### config.mk
export PLATFORM = sky130hd
export DESIGN_NAME = tsc_trigger_sequencer
export DESIGN_NICKNAME = d
export VERILOG_FILES = /design/src/hdl/tsc_pkg.sv /design/src/hdl/tsc_trig_if.sv /design/src/hdl/tsc_sync.sv /design/src/hdl/tsc_trigger_line.sv /design/src/hdl/tsc_trigger_sequencer.sv
export SDC_FILE = /design/constraint.sdc
export NUM_CORES = 1
export LEC_CHECK = 0
export BUFFER_PORTS_ARGS = -buffer_cell sky130_fd_sc_hd__buf_2
export CAP_MARGIN = 20
export CORE_MARGIN = 2
export CORE_UTILIZATION = 25
export CTS_BUF_LIST = sky130_fd_sc_hd__clkbuf_2
export DETAILED_ROUTE_END_ITERATION = 10
export GPL_TIMING_DRIVEN = 0
export PLACE_DENSITY_LB_ADDON = 0.25
export SLEW_MARGIN = 20
export SYNTH_ARGS = -nofsm -noshare
export SYNTH_HDL_FRONTEND = slang
export SYNTH_SLANG_ARGS = --single-unit
### constraint.sdc
create_clock -name clk -period 5.9 [get_ports clk]
set_input_delay 0.59 -clock clk [delete_from_list [all_inputs] [get_ports clk]]
set_output_delay 0.59 -clock clk [all_outputs]
set_load 0.01 [all_outputs]
### src/hdl/tsc_pkg.sv
// Shared constants and types of the trigger sequencer control block
package tsc_pkg;
  // Register byte offsets on the Avalon-MM slave
  localparam logic [5:0] OFS_CST = 6'h00;
  localparam logic [5:0] OFS_SDLIM = 6'h04;
  localparam logic [5:0] OFS_CLIM = 6'h08;
  localparam logic [5:0] OFS_TLIM = 6'h0C;
  localparam logic [5:0] OFS_PWIDTH = 6'h10;
  localparam logic [5:0] OFS_CMD = 6'h14;
  localparam logic [5:0] OFS_ISTAT = 6'h18;
  localparam logic [5:0] OFS_IMASK = 6'h1C;
  localparam logic [5:0] OFS_WDLIM = 6'h20;
  // Control/status field positions
  localparam int BIT_EN = 15;
  localparam int BIT_SIDL = 13;
  localparam int BIT_TOGL = 12;
  localparam int BIT_SWT = 10;
  localparam int BIT_SSEN = 9;
  localparam int BIT_VIS = 8;
  localparam int BIT_STRT = 7;
  localparam int BIT_WDTO = 6;
  localparam int BIT_ITM_HI = 1;
  localparam int BIT_ITM_LO = 0;
  // Bits software may write in the control/status word
  localparam logic [15:0] CST_WMASK = 16'hB7C3;
  // Reset values
  localparam logic [15:0] CST_RESET = 16'h0000;
  localparam logic [15:0] LIM_RESET = 16'h0000;
  localparam logic [7:0] PW_RESET = 8'h00;
  localparam logic [7:0] CMD_RESET = 8'h00;
  localparam logic [2:0] IRQ_RESET = 3'h0;
  // Command opcodes, upper nibble of a command byte
  localparam logic [3:0] OP_NOP = 4'h0;
  localparam logic [3:0] OP_TRIG = 4'h1;
  localparam logic [3:0] OP_CTRL = 4'h2;
  localparam logic [3:0] OP_WHI = 4'h3;
  localparam logic [3:0] OP_WLO = 4'h4;
  localparam logic [3:0] OP_WTIMER = 4'h5;
  localparam logic [3:0] OP_LOOP = 4'h6;
  // Control step options
  localparam logic [3:0] CTRL_SWT = 4'h0;
  localparam logic [3:0] CTRL_DELAY = 4'h1;
  // Interrupt status bits
  localparam int IRQ_STEP = 0;
  localparam int IRQ_WDT = 1;
  localparam int IRQ_TRIG = 2;
  // Sizes
  localparam int N_LINES = 4;
  localparam int N_CMDS = 4;
  localparam int PW_W = 8;
  // Sequencer states
  typedef enum logic [2:0] {
    ST_IDLE, ST_EXEC, ST_WAIT_SWT, ST_WAIT_DELAY, ST_WAIT_IN, ST_WAIT_TIMER
  } tsc_state_type;
endpackage

### src/hdl/tsc_trig_if.sv
// Carrier from the sequencer core to the trigger output lines
`timescale 1ns/1ps
`default_nettype none
interface tsc_trig_if;
  logic [tsc_pkg::N_LINES-1:0] fire; // One-cycle command strobe per line
  logic toggle_mode; // Invert instead of pulse
  logic [tsc_pkg::PW_W-1:0] width; // Pulse width minus one
  modport src(output fire, output toggle_mode, output width);
  modport dst(input fire, input toggle_mode, input width);
endinterface
`default_nettype wire

### src/hdl/tsc_sync.sv
// Two-stage synchroniser for pin inputs
`timescale 1ns/1ps
`default_nettype none
module tsc_sync #(
  parameter int W = 4
) (
  input wire logic clk,
  input wire logic reset,
  input wire logic clk_en,
  input wire logic [W-1:0] async_in,
  output logic [W-1:0] sync_out
);
  logic [W-1:0] meta_reg; // First stage, read only by second
  logic [W-1:0] meta_next;
  logic [W-1:0] sync_reg; // Second stage
  logic [W-1:0] sync_next;

  // Next values of both stages
  always_comb begin
    meta_next = clk_en ? async_in : meta_reg;
    sync_next = clk_en ? meta_reg : sync_reg;
  end

  // Stage registers
  always_ff @(posedge clk) begin
    if (reset) begin
      meta_reg <= '0;
      sync_reg <= '0;
    end else begin
      meta_reg <= meta_next;
      sync_reg <= sync_next;
    end
  end

  assign sync_out = sync_reg;
endmodule
`default_nettype wire

### src/hdl/tsc_trigger_line.sv
// One trigger output line: pulse or toggle per trigger command
`timescale 1ns/1ps
`default_nettype none
module tsc_trigger_line #(
  parameter int IDX = 0
) (
  input wire logic clk,
  input wire logic reset,
  input wire logic clk_en,
  tsc_trig_if.dst trig,
  output logic line_out
);
  logic line_reg; // Output level
  logic line_next;
  logic [tsc_pkg::PW_W-1:0] cnt_reg; // Remaining pulse cycles
  logic [tsc_pkg::PW_W-1:0] cnt_next;

  // Pulse width counter and level
  always_comb begin
    line_next = line_reg;
    cnt_next = cnt_reg;
    if (!clk_en) begin
      line_next = line_reg;
    end else if (trig.fire[IDX] && trig.toggle_mode) begin
      // RULE3: invert level
      line_next = ~line_reg;
      cnt_next = '0;
    end else if (trig.fire[IDX]) begin
      // RULE4: single pulse
      line_next = 1'b1;
      cnt_next = trig.width;
    end else if (line_reg && !trig.toggle_mode && cnt_reg == '0) begin
      // Pulse over
      line_next = 1'b0;
    end else if (cnt_reg != '0) begin
      cnt_next = cnt_reg - 1'b1;
    end
  end

  // Line state registers
  always_ff @(posedge clk) begin
    if (reset) begin
      line_reg <= 1'b0;
      cnt_reg <= '0;
    end else begin
      line_reg <= line_next;
      cnt_reg <= cnt_next;
    end
  end

  assign line_out = line_reg;
endmodule
`default_nettype wire

### src/hdl/tsc_trigger_sequencer.sv
// Trigger sequencer control, command engine and Avalon-MM registers
// Summary of operation
// RULE1: Enable bit 15 runs whole sequencer
// RULE2: Idle-stop bit halts sequencer in Idle
// RULE3: Toggle mode inverts selected output line
// RULE4: Otherwise one pulse of programmed width
// RULE5: Writing one triggers, zero does nothing
// RULE6: Only control step command reads trigger
// RULE7: Single-step enable bit selects single-step mode
// RULE8: Single-step is for debugging tools only
// RULE9: Visibility bit makes limit reads show counters; the watchdog limit read always shows wdlim_reg
// RULE10: Start runs commands continuously, clear stops
// RULE11: Hardware sets timeout flag on watchdog expiry
// RULE12: Timing mode bits affect wait commands only
// RULE13: Unused control bits read zero
// RULE14: All control bits reset to zero
// RULE15: Write zero clears timeout, set wins
//
// Local design decisions: the Avalon-MM register port and the placing of the registers.
`timescale 1ns/1ps
`default_nettype none
module tsc_trigger_sequencer (
  input wire logic clk,
  input wire logic reset,
  input wire logic clk_en,
  input wire logic idle_mode,
  input wire logic [3:0] trigger_input,
  input wire logic [5:0] avm_address,
  input wire logic avm_read,
  input wire logic avm_write,
  input wire logic [31:0] avm_writedata,
  input wire logic [3:0] avm_byteenable,
  output logic [31:0] avm_readdata,
  output logic avm_waitrequest,
  output logic irq,
  output logic [3:0] trigger_output_line
);
  // Register file state
  logic [15:0] cst_reg; // Control/status, swt bit holds pending trigger
  logic [15:0] cst_next;
  logic [15:0] sdlim_reg; // Step delay limit
  logic [15:0] sdlim_next;
  logic [15:0] clim_reg; // Loop counter limit
  logic [15:0] clim_next;
  logic [15:0] tlim_reg; // Timer limit
  logic [15:0] tlim_next;
  logic [15:0] wdlim_reg; // Watchdog limit, zero disables
  logic [15:0] wdlim_next;
  logic [7:0] pw_reg; // Pulse width field
  logic [7:0] pw_next;
  logic [7:0] cmd_reg [tsc_pkg::N_CMDS]; // Command list
  logic [7:0] cmd_next [tsc_pkg::N_CMDS];
  logic [2:0] istat_reg; // Sticky interrupt status
  logic [2:0] istat_next;
  logic [2:0] imask_reg; // Interrupt mask
  logic [2:0] imask_next;
  logic wait_reg; // Avalon waitrequest
  logic wait_next;
  logic [31:0] rdata_reg; // Avalon read data
  logic [31:0] rdata_next;
  logic irq_reg; // Interrupt level
  logic irq_next;

  // Sequencer state
  tsc_pkg::tsc_state_type state_reg;
  tsc_pkg::tsc_state_type state_next;
  logic [1:0] pc_reg; // Command index
  logic [1:0] pc_next;
  logic [15:0] sd_reg; // Step delay counter
  logic [15:0] sd_next;
  logic [15:0] loop_reg; // Loop counter
  logic [15:0] loop_next;
  logic [15:0] tmr_reg; // Sequencer timer
  logic [15:0] tmr_next;
  logic [15:0] wdt_reg; // Watchdog counter
  logic [15:0] wdt_next;

  // Events from sequencer to register file
  logic step_done; // A command completed
  logic wdt_hit; // Watchdog expired
  logic swt_taken; // Software trigger consumed
  logic ss_stop; // Single step drops start
  logic [tsc_pkg::N_LINES-1:0] fire; // Trigger command strobes
  logic [3:0] in_sync; // Synchronised trigger inputs

  tsc_trig_if trig_bus ();

  // Pin inputs are synchronised before anyone looks at them
  tsc_sync #(.W(4)) u_sync (
    .clk(clk),
    .reset(reset),
    .clk_en(clk_en),
    .async_in(trigger_input),
    .sync_out(in_sync)
  );

  assign trig_bus.fire = fire;
  assign trig_bus.toggle_mode = cst_reg[tsc_pkg::BIT_TOGL];
  assign trig_bus.width = pw_reg;

  // One pulse/toggle generator per output line
  for (genvar g = 0; g < tsc_pkg::N_LINES; g++) begin : g_line
    tsc_trigger_line #(.IDX(g)) u_line (
      .clk(clk),
      .reset(reset),
      .clk_en(clk_en),
      .trig(trig_bus),
      .line_out(trigger_output_line[g])
    );
  end

  // Sequencer next state
  always_comb begin
    logic run;
    logic done;
    logic [7:0] cmd;
    logic match;
    run = 1'b0;
    done = 1'b0;
    cmd = cmd_reg[pc_reg];
    match = 1'b0;
    state_next = state_reg;
    pc_next = pc_reg;
    sd_next = sd_reg;
    loop_next = loop_reg;
    tmr_next = tmr_reg;
    wdt_next = wdt_reg;
    step_done = 1'b0;
    wdt_hit = 1'b0;
    swt_taken = 1'b0;
    ss_stop = 1'b0;
    fire = '0;
    // RULE2: idle stop
    run = clk_en && !(cst_reg[tsc_pkg::BIT_SIDL] && idle_mode);
    if (clk_en && !cst_reg[tsc_pkg::BIT_EN]) begin
      // RULE1: held disabled
      state_next = tsc_pkg::ST_IDLE;
      pc_next = '0;
      sd_next = '0;
      loop_next = '0;
      tmr_next = '0;
      wdt_next = '0;
    end else if (run && !cst_reg[tsc_pkg::BIT_STRT]) begin
      // RULE10: start cleared stops
      state_next = tsc_pkg::ST_IDLE;
    end else if (run) begin
      case (state_reg)
        tsc_pkg::ST_IDLE: begin
          // RULE10: start begins execution
          state_next = tsc_pkg::ST_EXEC;
        end
        tsc_pkg::ST_EXEC: begin
          wdt_next = '0;
          case (cmd[7:4])
            tsc_pkg::OP_TRIG: begin
              fire[cmd[1:0]] = 1'b1;
              done = 1'b1;
            end
            tsc_pkg::OP_CTRL: begin
              sd_next = '0;
              // RULE6: only this option waits on software trigger
              if (cmd[3:0] == tsc_pkg::CTRL_SWT) begin
                state_next = tsc_pkg::ST_WAIT_SWT;
              end else if (cmd[3:0] == tsc_pkg::CTRL_DELAY) begin
                state_next = tsc_pkg::ST_WAIT_DELAY;
              end else begin
                done = 1'b1;
              end
            end
            tsc_pkg::OP_WHI, tsc_pkg::OP_WLO: begin
              state_next = tsc_pkg::ST_WAIT_IN;
            end
            tsc_pkg::OP_WTIMER: begin
              tmr_next = '0;
              state_next = tsc_pkg::ST_WAIT_TIMER;
            end
            tsc_pkg::OP_LOOP: begin
              // Jump back to the first command until the limit is met
              if (loop_reg != clim_reg) begin
                loop_next = loop_reg + 16'h0001;
                pc_next = 2'h3;
              end else begin
                loop_next = '0;
              end
              done = 1'b1;
            end
            default: begin
              done = 1'b1;
            end
          endcase
        end
        tsc_pkg::ST_WAIT_SWT: begin
          if (cst_reg[tsc_pkg::BIT_SWT]) begin
            swt_taken = 1'b1;
            done = 1'b1;
          end
        end
        tsc_pkg::ST_WAIT_DELAY: begin
          if (sd_reg == sdlim_reg) begin
            done = 1'b1;
          end else begin
            sd_next = sd_reg + 16'h0001;
          end
        end
        tsc_pkg::ST_WAIT_IN: begin
          match = (cmd[7:4] == tsc_pkg::OP_WHI) ? in_sync[cmd[1:0]] : !in_sync[cmd[1:0]];
          // RULE12: timing mode bits only here
          if (match && cst_reg[tsc_pkg::BIT_ITM_HI:tsc_pkg::BIT_ITM_LO] == 2'h0) begin
            done = 1'b1;
          end else if (match) begin
            sd_next = '0;
            state_next = tsc_pkg::ST_WAIT_DELAY;
          end
        end
        tsc_pkg::ST_WAIT_TIMER: begin
          if (tmr_reg == tlim_reg) begin
            done = 1'b1;
          end else begin
            tmr_next = tmr_reg + 16'h0001;
          end
        end
        default: begin
          state_next = tsc_pkg::ST_IDLE;
        end
      endcase
      // RULE11: watchdog on any wait state
      if (state_reg != tsc_pkg::ST_IDLE && state_reg != tsc_pkg::ST_EXEC && !done) begin
        if (wdlim_reg != '0 && wdt_reg == wdlim_reg) begin
          wdt_hit = 1'b1;
          done = 1'b1;
        end else begin
          wdt_next = wdt_reg + 16'h0001;
        end
      end
      if (done) begin
        step_done = 1'b1;
        pc_next = pc_next + 2'h1;
        state_next = tsc_pkg::ST_EXEC;
        // RULE7: single step stops after one
        if (cst_reg[tsc_pkg::BIT_SSEN]) begin
          ss_stop = 1'b1;
          state_next = tsc_pkg::ST_IDLE;
        end
      end
    end
  end

  // Sequencer registers
  always_ff @(posedge clk) begin
    if (reset) begin
      state_reg <= tsc_pkg::ST_IDLE;
      pc_reg <= '0;
      sd_reg <= tsc_pkg::LIM_RESET;
      loop_reg <= tsc_pkg::LIM_RESET;
      tmr_reg <= tsc_pkg::LIM_RESET;
      wdt_reg <= tsc_pkg::LIM_RESET;
    end else begin
      state_reg <= state_next;
      pc_reg <= pc_next;
      sd_reg <= sd_next;
      loop_reg <= loop_next;
      tmr_reg <= tmr_next;
      wdt_reg <= wdt_next;
    end
  end

  // Register file and bus slave next state
  always_comb begin
    logic acc;
    logic wr;
    logic [5:0] a;
    logic [31:0] wd;
    logic [31:0] lanes;
    logic [15:0] ncst;
    acc = (avm_read || avm_write) && wait_reg && clk_en;
    wr = avm_write && !wait_reg && clk_en;
    a = {avm_address[5:2], 2'b00};
    lanes = {{8{avm_byteenable[3]}}, {8{avm_byteenable[2]}}, {8{avm_byteenable[1]}},
             {8{avm_byteenable[0]}}};
    wd = avm_writedata & lanes;
    ncst = cst_reg;
    cst_next = cst_reg;
    // Consumed trigger drops unless rewritten
    cst_next[tsc_pkg::BIT_SWT] = cst_reg[tsc_pkg::BIT_SWT] && !swt_taken;
    sdlim_next = sdlim_reg;
    clim_next = clim_reg;
    tlim_next = tlim_reg;
    wdlim_next = wdlim_reg;
    pw_next = pw_reg;
    cmd_next = cmd_reg;
    istat_next = istat_reg;
    imask_next = imask_reg;
    rdata_next = rdata_reg;
    wait_next = wait_reg;
    if (clk_en) begin
      // One wait cycle, then one cycle with waitrequest low
      wait_next = !acc;
    end
    if (acc && avm_read) begin
      rdata_next = 32'h0000_0000;
      if (a == tsc_pkg::OFS_CST) begin
        // RULE13: unused bits read zero
        rdata_next[15:0] = cst_reg & tsc_pkg::CST_WMASK;
      end else if (a == tsc_pkg::OFS_SDLIM) begin
        // RULE9: live or written value
        rdata_next[15:0] = cst_reg[tsc_pkg::BIT_VIS] ? sd_reg : sdlim_reg;
      end else if (a == tsc_pkg::OFS_CLIM) begin
        rdata_next[15:0] = cst_reg[tsc_pkg::BIT_VIS] ? loop_reg : clim_reg;
      end else if (a == tsc_pkg::OFS_TLIM) begin
        rdata_next[15:0] = cst_reg[tsc_pkg::BIT_VIS] ? tmr_reg : tlim_reg;
      end else if (a == tsc_pkg::OFS_PWIDTH) begin
        rdata_next[7:0] = pw_reg;
      end else if (a == tsc_pkg::OFS_CMD) begin
        rdata_next = {cmd_reg[3], cmd_reg[2], cmd_reg[1], cmd_reg[0]};
      end else if (a == tsc_pkg::OFS_ISTAT) begin
        rdata_next[2:0] = istat_reg;
      end else if (a == tsc_pkg::OFS_IMASK) begin
        rdata_next[2:0] = imask_reg;
      end else if (a == tsc_pkg::OFS_WDLIM) begin
        rdata_next[15:0] = wdlim_reg;
      end
    end
    if (wr) begin
      if (a == tsc_pkg::OFS_CST) begin
        ncst = (cst_reg & ~lanes[15:0]) | wd[15:0];
        // RULE13: unused bits ignore writes
        cst_next = ncst & tsc_pkg::CST_WMASK;
        // RULE5: writing zero leaves trigger pending
        cst_next[tsc_pkg::BIT_SWT] = (cst_reg[tsc_pkg::BIT_SWT] && !swt_taken) ||
                                     wd[tsc_pkg::BIT_SWT];
        // RULE15: only a zero write clears, one is ignored
        cst_next[tsc_pkg::BIT_WDTO] = cst_reg[tsc_pkg::BIT_WDTO] && ncst[tsc_pkg::BIT_WDTO];
      end else if (a == tsc_pkg::OFS_SDLIM) begin
        sdlim_next = (sdlim_reg & ~lanes[15:0]) | wd[15:0];
      end else if (a == tsc_pkg::OFS_CLIM) begin
        clim_next = (clim_reg & ~lanes[15:0]) | wd[15:0];
      end else if (a == tsc_pkg::OFS_TLIM) begin
        tlim_next = (tlim_reg & ~lanes[15:0]) | wd[15:0];
      end else if (a == tsc_pkg::OFS_PWIDTH) begin
        pw_next = avm_byteenable[0] ? avm_writedata[7:0] : pw_reg;
      end else if (a == tsc_pkg::OFS_CMD) begin
        for (int i = 0; i < tsc_pkg::N_CMDS; i++) begin
          cmd_next[i] = avm_byteenable[i] ? avm_writedata[i*8 +: 8] : cmd_reg[i];
        end
      end else if (a == tsc_pkg::OFS_ISTAT) begin
        // Write one to clear
        istat_next = istat_reg & ~wd[2:0];
      end else if (a == tsc_pkg::OFS_IMASK) begin
        imask_next = avm_byteenable[0] ? avm_writedata[2:0] : imask_reg;
      end else if (a == tsc_pkg::OFS_WDLIM) begin
        wdlim_next = (wdlim_reg & ~lanes[15:0]) | wd[15:0];
      end
    end
    // Hardware events win over software writes
    if (ss_stop) begin
      cst_next[tsc_pkg::BIT_STRT] = 1'b0;
    end
    // RULE11: set on expiry
    // RULE15: set wins over clear
    if (wdt_hit) begin
      cst_next[tsc_pkg::BIT_WDTO] = 1'b1;
    end
    istat_next[tsc_pkg::IRQ_STEP] = istat_next[tsc_pkg::IRQ_STEP] | step_done;
    istat_next[tsc_pkg::IRQ_WDT] = istat_next[tsc_pkg::IRQ_WDT] | wdt_hit;
    istat_next[tsc_pkg::IRQ_TRIG] = istat_next[tsc_pkg::IRQ_TRIG] | (|fire);
    irq_next = clk_en ? |(istat_next & imask_next) : irq_reg;
  end

  // Register file flops
  always_ff @(posedge clk) begin
    if (reset) begin
      // RULE14: everything but waitrequest starts at zero
      cst_reg <= tsc_pkg::CST_RESET;
      sdlim_reg <= tsc_pkg::LIM_RESET;
      clim_reg <= tsc_pkg::LIM_RESET;
      tlim_reg <= tsc_pkg::LIM_RESET;
      wdlim_reg <= tsc_pkg::LIM_RESET;
      pw_reg <= tsc_pkg::PW_RESET;
      for (int i = 0; i < tsc_pkg::N_CMDS; i++) begin
        cmd_reg[i] <= tsc_pkg::CMD_RESET;
      end
      istat_reg <= tsc_pkg::IRQ_RESET;
      imask_reg <= tsc_pkg::IRQ_RESET;
      wait_reg <= 1'b1;
      rdata_reg <= 32'h0000_0000;
      irq_reg <= 1'b0;
    end else begin
      cst_reg <= cst_next;
      sdlim_reg <= sdlim_next;
      clim_reg <= clim_next;
      tlim_reg <= tlim_next;
      wdlim_reg <= wdlim_next;
      pw_reg <= pw_next;
      cmd_reg <= cmd_next;
      istat_reg <= istat_next;
      imask_reg <= imask_next;
      wait_reg <= wait_next;
      rdata_reg <= rdata_next;
      irq_reg <= irq_next;
    end
  end

  assign avm_readdata = rdata_reg;
  assign avm_waitrequest = wait_reg;
  assign irq = irq_reg;
endmodule
`default_nettype wire

== Word-level counts from Yosys, hierarchy flattened ==
Index checks and enable logic that the tools add are counted.

* Flip-flop bits (word level): 267
* Input port bits: 52
* Output and inout bits: 38
* Logic and storage cells: 358

* Add/sub/neg operators: 9
* Order comparisons: 3
* Equal/unequal tests: 40
* Multiplexer cells: 143
* Bitwise gates (word level): 32
* Reduce and logical (&&, ||, !) cells: 97

{| class="wikitable"
|+ Operator list
! operator !! number
|-
| $mux W16 || 24
|-
| $mux W8 || 19
|-
| $and A16 B16 Y16 || 6
|-
| $or A16 B16 Y16 || 5
|-
| $mux W3 || 25
|-
| $add A16 B1 Y16 const B || 4
|-
| $mux W1 || 49
|-
| $eq A16 B16 Y1 || 3
|-
| $pmux W16 S3 || 1
|-
| $logic_not A8 Y1 || 4
|-
| $pmux W16 S2 || 1
|-
| $reduce_and A8 Y1 || 4
|-
| $reduce_bool A8 Y1 || 4
|-
| $sub A8 B1 Y8 const B || 4
|-
| $reduce_bool A3 Y1 || 10
|-
| $eq A4 B3 Y1 const B || 7
|-
| $logic_and A1 B1 Y1 || 28
|-
| $mux W13 || 2
|-
| $mux W24 || 1
|-
| $mux W11 || 2
|-
| $mux W4 || 5
|-
| $bmux W8 S2 || 1
|-
| $eq A4 B2 Y1 const B || 4
|-
| $ne A16 B16 Y1 || 1
|-
| 45 further kinds || 110
|}

== Logic depth before layout (Yosys ltp) ==
* Word-level depth: 27
* Depth in mapped cells: 11
* Mapped depth without buffers: 10

== By module ==
Synthesis repeated with hierarchy kept, for this count alone.

* Cells, all modules: 1,730
* Area, all modules: 14,413.8 µm²

{| class="wikitable"
|+ Modules (own cells, without submodules)
! module !! instances !! cells each !! area each (µm²) !! sequential area each (µm²)
|-
| tsc_trigger_sequencer || 1 || 1,400 || 11,616.1 || 4,464.3
|-
| tsc_trigger_line || 4 || 76 || 628.1 || 180.2
|-
| tsc_sync || 1 || 26 || 285.3 || 160.2
|}

== Worst setup path before layout ==
OpenSTA, ideal clock, no wires.

* Path kind: flip-flop to flip-flop
* From: register pc_reg[0]
* To: register sd_reg[0]
* Setup time: 115 ps
* Arrival time: 2,878 ps
* Data required time: 5,785 ps
* Setup slack: 2,907 ps
* Cell stages (with the launch flop): 11
* Path buffers: 2
* Clock period less this slack: 2,993 ps
* Cells stage by stage: dfxtp_1 > buf_6 > mux4_2 > inv_2 > mux2i_1 > mux2_4 > a2111oi_4 > nand2_1 > nand2_1 > buf_6 > nor2_1

* Cells in the longest elaborated chain, start to end: 11
* Elaborated cells on any way between the ends: 15
* Those cells by class: 5 x eq/ne; 6 x mux; 1 x bitwise; 3 x reduce/logical

{| class="wikitable"
|+ Ends and longest elaborated chain
! element !! RTL line !! RTL
|-
| from (decl) || tsc_trigger_sequencer.sv:67 || <nowiki>logic [1:0] pc_reg;</nowiki>
|-
| from (signal assigned) || tsc_trigger_sequencer.sv:259 || <nowiki>pc_reg <= pc_next;</nowiki>
|-
| $not A2 Y3 (implied by the code) (*) || tsc_trigger_sequencer.sv:120 || <nowiki>cmd = cmd_reg[pc_reg];</nowiki>
|-
| $bmux W8 S2 (*) || tsc_trigger_sequencer.sv:120 ||
|-
| $mux W8 (implied by the code) (*) (2 in a row) || tsc_trigger_sequencer.sv:120 ||
|-
| $bmux W1 S2 || tsc_trigger_sequencer.sv:206 || <nowiki>match = (cmd[7:4] == tsc_pkg::OP_WHI) ? in_sync[cmd[1:0]] : !in_sync[cmd[1:0]];</nowiki>
|-
| $mux W1 (implied by the code) || tsc_trigger_sequencer.sv:206 ||
|-
| $logic_not A1 Y1 || tsc_trigger_sequencer.sv:206 ||
|-
| $mux W1 || tsc_trigger_sequencer.sv:206 ||
|-
| $logic_and A1 B1 Y1 || tsc_trigger_sequencer.sv:208 || <nowiki>if (match && cst_reg[tsc_pkg::BIT_ITM_HI:tsc_pkg::BIT_ITM_LO] == 2'h0) begin</nowiki>
|-
| $ne A2 B2 Y1 (no line) || -- ||
|-
| $reduce_and A7 Y1 (no line) (*) || -- ||
|-
| to (signal assigned) || tsc_trigger_sequencer.sv:253 || <nowiki>sd_reg <= tsc_pkg::LIM_RESET;</nowiki>
|-
| to (signal assigned) || tsc_trigger_sequencer.sv:260 || <nowiki>sd_reg <= sd_next;</nowiki>
|-
| to (decl) || tsc_trigger_sequencer.sv:69 || <nowiki>logic [15:0] sd_reg;</nowiki>
|}

Mark *: on every way between the ends. The rest lies on a longest branch, timed or not. The select of a mux whose other input is x is not followed.
A chain may end at the register's enable or synchronous reset.

== Worst setup path in the final report ==
* From: register pc_reg[0]
* To: register wdt_reg[8]

* Cells in the longest elaborated chain, start to end: 17
* Elaborated cells on any way between the ends: 27
* Those cells by class: 5 x eq/ne; 15 x mux; 1 x bitwise; 6 x reduce/logical

{| class="wikitable"
|+ Ends and longest elaborated chain
! element !! RTL line !! RTL
|-
| $not A2 Y3 (implied by the code) (*) || tsc_trigger_sequencer.sv:120 ||
|-
| $bmux W8 S2 (*) || tsc_trigger_sequencer.sv:120 ||
|-
| $mux W8 (implied by the code) (*) (2 in a row) || tsc_trigger_sequencer.sv:120 ||
|-
| $bmux W1 S2 || tsc_trigger_sequencer.sv:206 ||
|-
| $mux W1 (implied by the code) || tsc_trigger_sequencer.sv:206 ||
|-
| $logic_not A1 Y1 || tsc_trigger_sequencer.sv:206 ||
|-
| $mux W1 || tsc_trigger_sequencer.sv:206 ||
|-
| $logic_and A1 B1 Y1 || tsc_trigger_sequencer.sv:208 ||
|-
| $mux W1 || tsc_trigger_sequencer.sv:208 ||
|-
| $pmux W1 S5 (*) || tsc_trigger_sequencer.sv:147 || <nowiki>case (state_reg)</nowiki>
|-
| $mux W1 (*) || tsc_trigger_sequencer.sv:146 || <nowiki>end else if (run) begin</nowiki>
|-
| $mux W1 (*) || tsc_trigger_sequencer.sv:143 || <nowiki>end else if (run && !cst_reg[tsc_pkg::BIT_STRT]) begin</nowiki>
|-
| $mux W1 (*) || tsc_trigger_sequencer.sv:135 || <nowiki>if (clk_en && !cst_reg[tsc_pkg::BIT_EN]) begin</nowiki>
|-
| $logic_not A1 Y1 (*) || tsc_trigger_sequencer.sv:227 || <nowiki>if (state_reg != tsc_pkg::ST_IDLE && state_reg != tsc_pkg::ST_EXEC && !done) begin</nowiki>
|-
| $logic_and A1 B1 Y1 (*) || tsc_trigger_sequencer.sv:227 ||
|-
| $mux W16 (*) || tsc_trigger_sequencer.sv:227 ||
|-
| to (signal assigned) || tsc_trigger_sequencer.sv:256 || <nowiki>wdt_reg <= tsc_pkg::LIM_RESET;</nowiki>
|-
| to (signal assigned) || tsc_trigger_sequencer.sv:263 || <nowiki>wdt_reg <= wdt_next;</nowiki>
|-
| to (decl) || tsc_trigger_sequencer.sv:75 || <nowiki>logic [15:0] wdt_reg;</nowiki>
|}

Marks and branches as above.

==> flow_metrics.env <==
export IMPL_cts_root_buf="clkbuf_2"
export IMPL_die_h_um=239.6
export IMPL_globalRoute_totalOverflow=0
export IMPL_path_clk_slew_ps=110
export IMPL_synth_xor_area_share_pct=6.562
export IMPL_hpwlAfterDp_mm=41.79
export IMPL_firstDrtPassIters=7
export IMPL_min_period_over_period_pct=64.97
export IMPL_vdd_ir_drop_max_mv=0.09819
export IMPL_utilization_pct=29.80
export IMPL_synth_top_family_by_area="simple AND/OR/NAND/NOR gates"
export IMPL_syn_inst=1731
export IMPL_synthAdderAreaFrac_pct=0.7210
export IMPL_crit_path_max_fanout=10
export IMPL_area_growth_pct=18.05
export IMPL_routed_via_density=5.173
export IMPL_hold_path_startpoint="clk_en"
export IMPL_power_density_nw_per_um2=265.4
export IMPL_combPwrFrac_pct=23.2
export IMPL_numCtsBuffers=77
export IMPL_final_min_clock_period_ps=3834
export IMPL_r2r_start="pc_reg[0]"
export IMPL_setup_tns_ps=0
export IMPL_drt_iter0_drc=1246
export IMPL_total_switching_power_mw=1.528
export IMPL_die_area_um2=57430
export IMPL_grt_usage_pct=19.54
export IMPL_hold_path_class="input port to register"
export IMPL_hold_path_end="g_line[2].u_line.cnt_reg[7]"
export IMPL_fp_dieW_um=239.6
export IMPL_vias=14200
export IMPL_grt_first_pass_wirelength_mm=83.44
export IMPL_hold_depth=4
export IMPL_synth_compound_area_share_pct=19.52
export IMPL_slew_viol_final=0
export IMPL_yosysUniqueCellTypes=77
export IMPL_setup_viol=0
export IMPL_grt_pass1_vias=13280
export IMPL_route_detailed_drc=0
export IMPL_swShare_pct=35.14
export IMPL_syn_area_per_cell_um2=8.020
export IMPL_pwr_share_clk_pct=30.7
export IMPL_ys_async_sr_fraction_pct=0
export IMPL_seq_area_frac_synth_pct=38.50
export IMPL_maxCapViolations=0
export IMPL_critPathLaunchType="register"
export IMPL_r2r_slack_ps=2070
export IMPL_synth_edf_count=0
export IMPL_final_cell_mix="267 x dfxtp_1, 204 x nor2_1, 189 x nand2_1"
export IMPL_max_freq_ghz=0.2609
export IMPL_layout_drive_gt1_share_pct=12.70
export IMPL_port_buffers=80
export IMPL_hold_viol=0
export IMPL_worstSetupEndpointType="register"
export IMPL_design_core_area_um2=54990
export IMPL_status="finished, final reports clean"
export IMPL_wl_per_cell_um=20.65
export IMPL_cts_buffer_depth=3
export IMPL_clock_sinks=267
export IMPL_synth_nets=1791
export IMPL_place_congestion=0.9419
export IMPL_power_frac_seq_pct=46.1
export IMPL_synth_ff_type="dfxtp_1"
export IMPL_cts_tree="built"
export IMPL_intPower_mw=2.821
export IMPL_initial_core_util_pct=25.25
export IMPL_drt_wl_total_mm=56.68
export IMPL_num_nets_final=2004
export IMPL_r2r_cells=10
export IMPL_critical_path_class="register to register"
export IMPL_yosysWarnings=0
export IMPL_fin_skew_ps=82.13
export IMPL_ios=90
export IMPL_synthSimpleGateAreaFrac_pct=22.16
export IMPL_power_leakage_nw=5.609
export IMPL_antenna_left=0
export IMPL_antenna_found_initial=3
export IMPL_netlist_area_um2=13880
export IMPL_slew_headroom_pct=28.38
export IMPL_cp_data_required_time_ps=6780
export IMPL_synthMuxAreaShare_pct=8.571
export IMPL_clock_latency_ps=1070
export IMPL_rsz0062_at_grt="no"
export IMPL_synth_seq_cells=267
export IMPL_critPathArrivalTime_ps=4710
export IMPL_htreeDepth=3
export IMPL_worst_slew_pin_transition_ps=1074
export IMPL_num_rows=86
export IMPL_mostFrequentLayoutCell="dfxtp_1"
export IMPL_regToRegEndpoint="wdt_reg[8]"
export IMPL_grt_max_degree=11
==> Yosys cell counts (all sizes together) (4+ instances only) <==
library cell	count	share of area, %
a211oi	20	1.2
a21oi	173	6.2
xnor2	50	3.2
inv	21	0.57
ha	8	0.72
mux4	7	1.1
dfxtp	267	39
o211ai	9	0.52
a2111oi	7	0.58
clkbuf	87	2.4
nand4	23	1.0
and2	13	0.60
mux2i	96	6.9
and3	25	1.1
mux2	6	0.51
or3b	4	0.25
nand3b	16	0.87
nor4	22	1.3
nand3	69	2.5
nand2b	13	0.59
nor2	209	5.7
o22ai	14	0.63
o21ai	155	5.6
o31ai	7	0.38
o221ai	8	0.50
a311oi	4	0.25
nor2b	14	0.63
xor2	54	3.4
a32oi	4	0.25
or3	10	0.45
a22oi	32	1.8
nand2	189	5.1
nor3	34	1.3
buf	23	1.0
==> logic make-up after synthesis <==
logic type      after synthesis
flops                       267
compound gates              460
buf+inv                     131
simple gates                652
mux                         109
fa+ha+maj                     8
xor+xnor                    104
==> per-stage QoR <==
step           setup slack [ps]  instance area, um^2  hold WS (ps)  cells  power, mW
2_1_floorplan              2907                13880         444.2   1731      2.769
3_3_place_gp               1684                15220         468.3   2559      2.994
3_5_place_dp               2162                15240         464.0   2561      3.016
4_1_cts                    2132                16380         3.725   2740      4.380
5_1_grt                    1894                16390      0.009104   2744      4.620
6_report                   2066                16390         68.65   2745      4.349
==> layout make-up <==
cell class	count	area (um^2)
Fill cell	5910	38600
Multi-Input combinational cell	1333	8000
Sequential cell	267	5345
Tap cell	748	935.9
Timing Repair Buffer	134	930.9
Clock buffer	110	550.5
Buffer	110	470.5
Inverter	21	78.83
Clock inverter	17	63.81
Antenna cell	5	12.51
==> timing repair <==
item / CTS / global route
buffers inserted: 0 / 0
endpoints found under the hold margin: 98 / 0
gates resized for setup: 0 / 0
hold buffers: 52 / 0
==> worst max-delay path, cell delays in order, from the launching register on <==
cell and delay [ps]:
dfxtp_1 340, buf_6 180, mux4_2 630, inv_2 190, mux2i_1 480, xor2_1 180, a211oi_2 660, a21oi_1 380
clkbuf_1 310, o21ai_0 230, a21oi_1 90
==> how the worst max path moves through the flow <==
stage,start,endpoint,cells past startpoint
2_1_floorplan,pc_reg[0],sd_reg[0],10
3_3_place_gp,avm_address[4],cmd_reg[15],7
3_5_place_dp,pc_reg[0],wdt_reg[14],10
4_1_cts,pc_reg[0],wdt_reg[8],10
5_1_grt,pc_reg[0],wdt_reg[14],10
6_report,pc_reg[0],wdt_reg[8],10
==> power groups by stage <==
stage	clock [mW]	sequential, mW	combinational [mW]
2_1_floorplan	0	2.02	0.750
3_3_place_gp	0	2.04	0.953
3_5_place_dp	0	2.04	0.974
4_1_cts	1.38	2.00	1.00
5_1_grt	1.47	2.02	1.13
6_report	1.34	2.01	1.01
==> layer usage <==
| layer | GRT usage (%) | part of all wire (%) | wire length [um] | up-vias |
|---|---|---|---|---|
| met2 | 30.19 | 44 | 24920 | 550 |
| met1 | 26.29 | 45 | 25480 | 6879 |
| met5 | 0 | 0.023 | 13 | - |
| met3 | 4.022 | 7.0 | 3993 | 131 |
| met4 | 8.258 | 4.0 | 2282 | 2 |
| li1 | - | - | - | 6638 |
(Power assumes the default switching activity.)
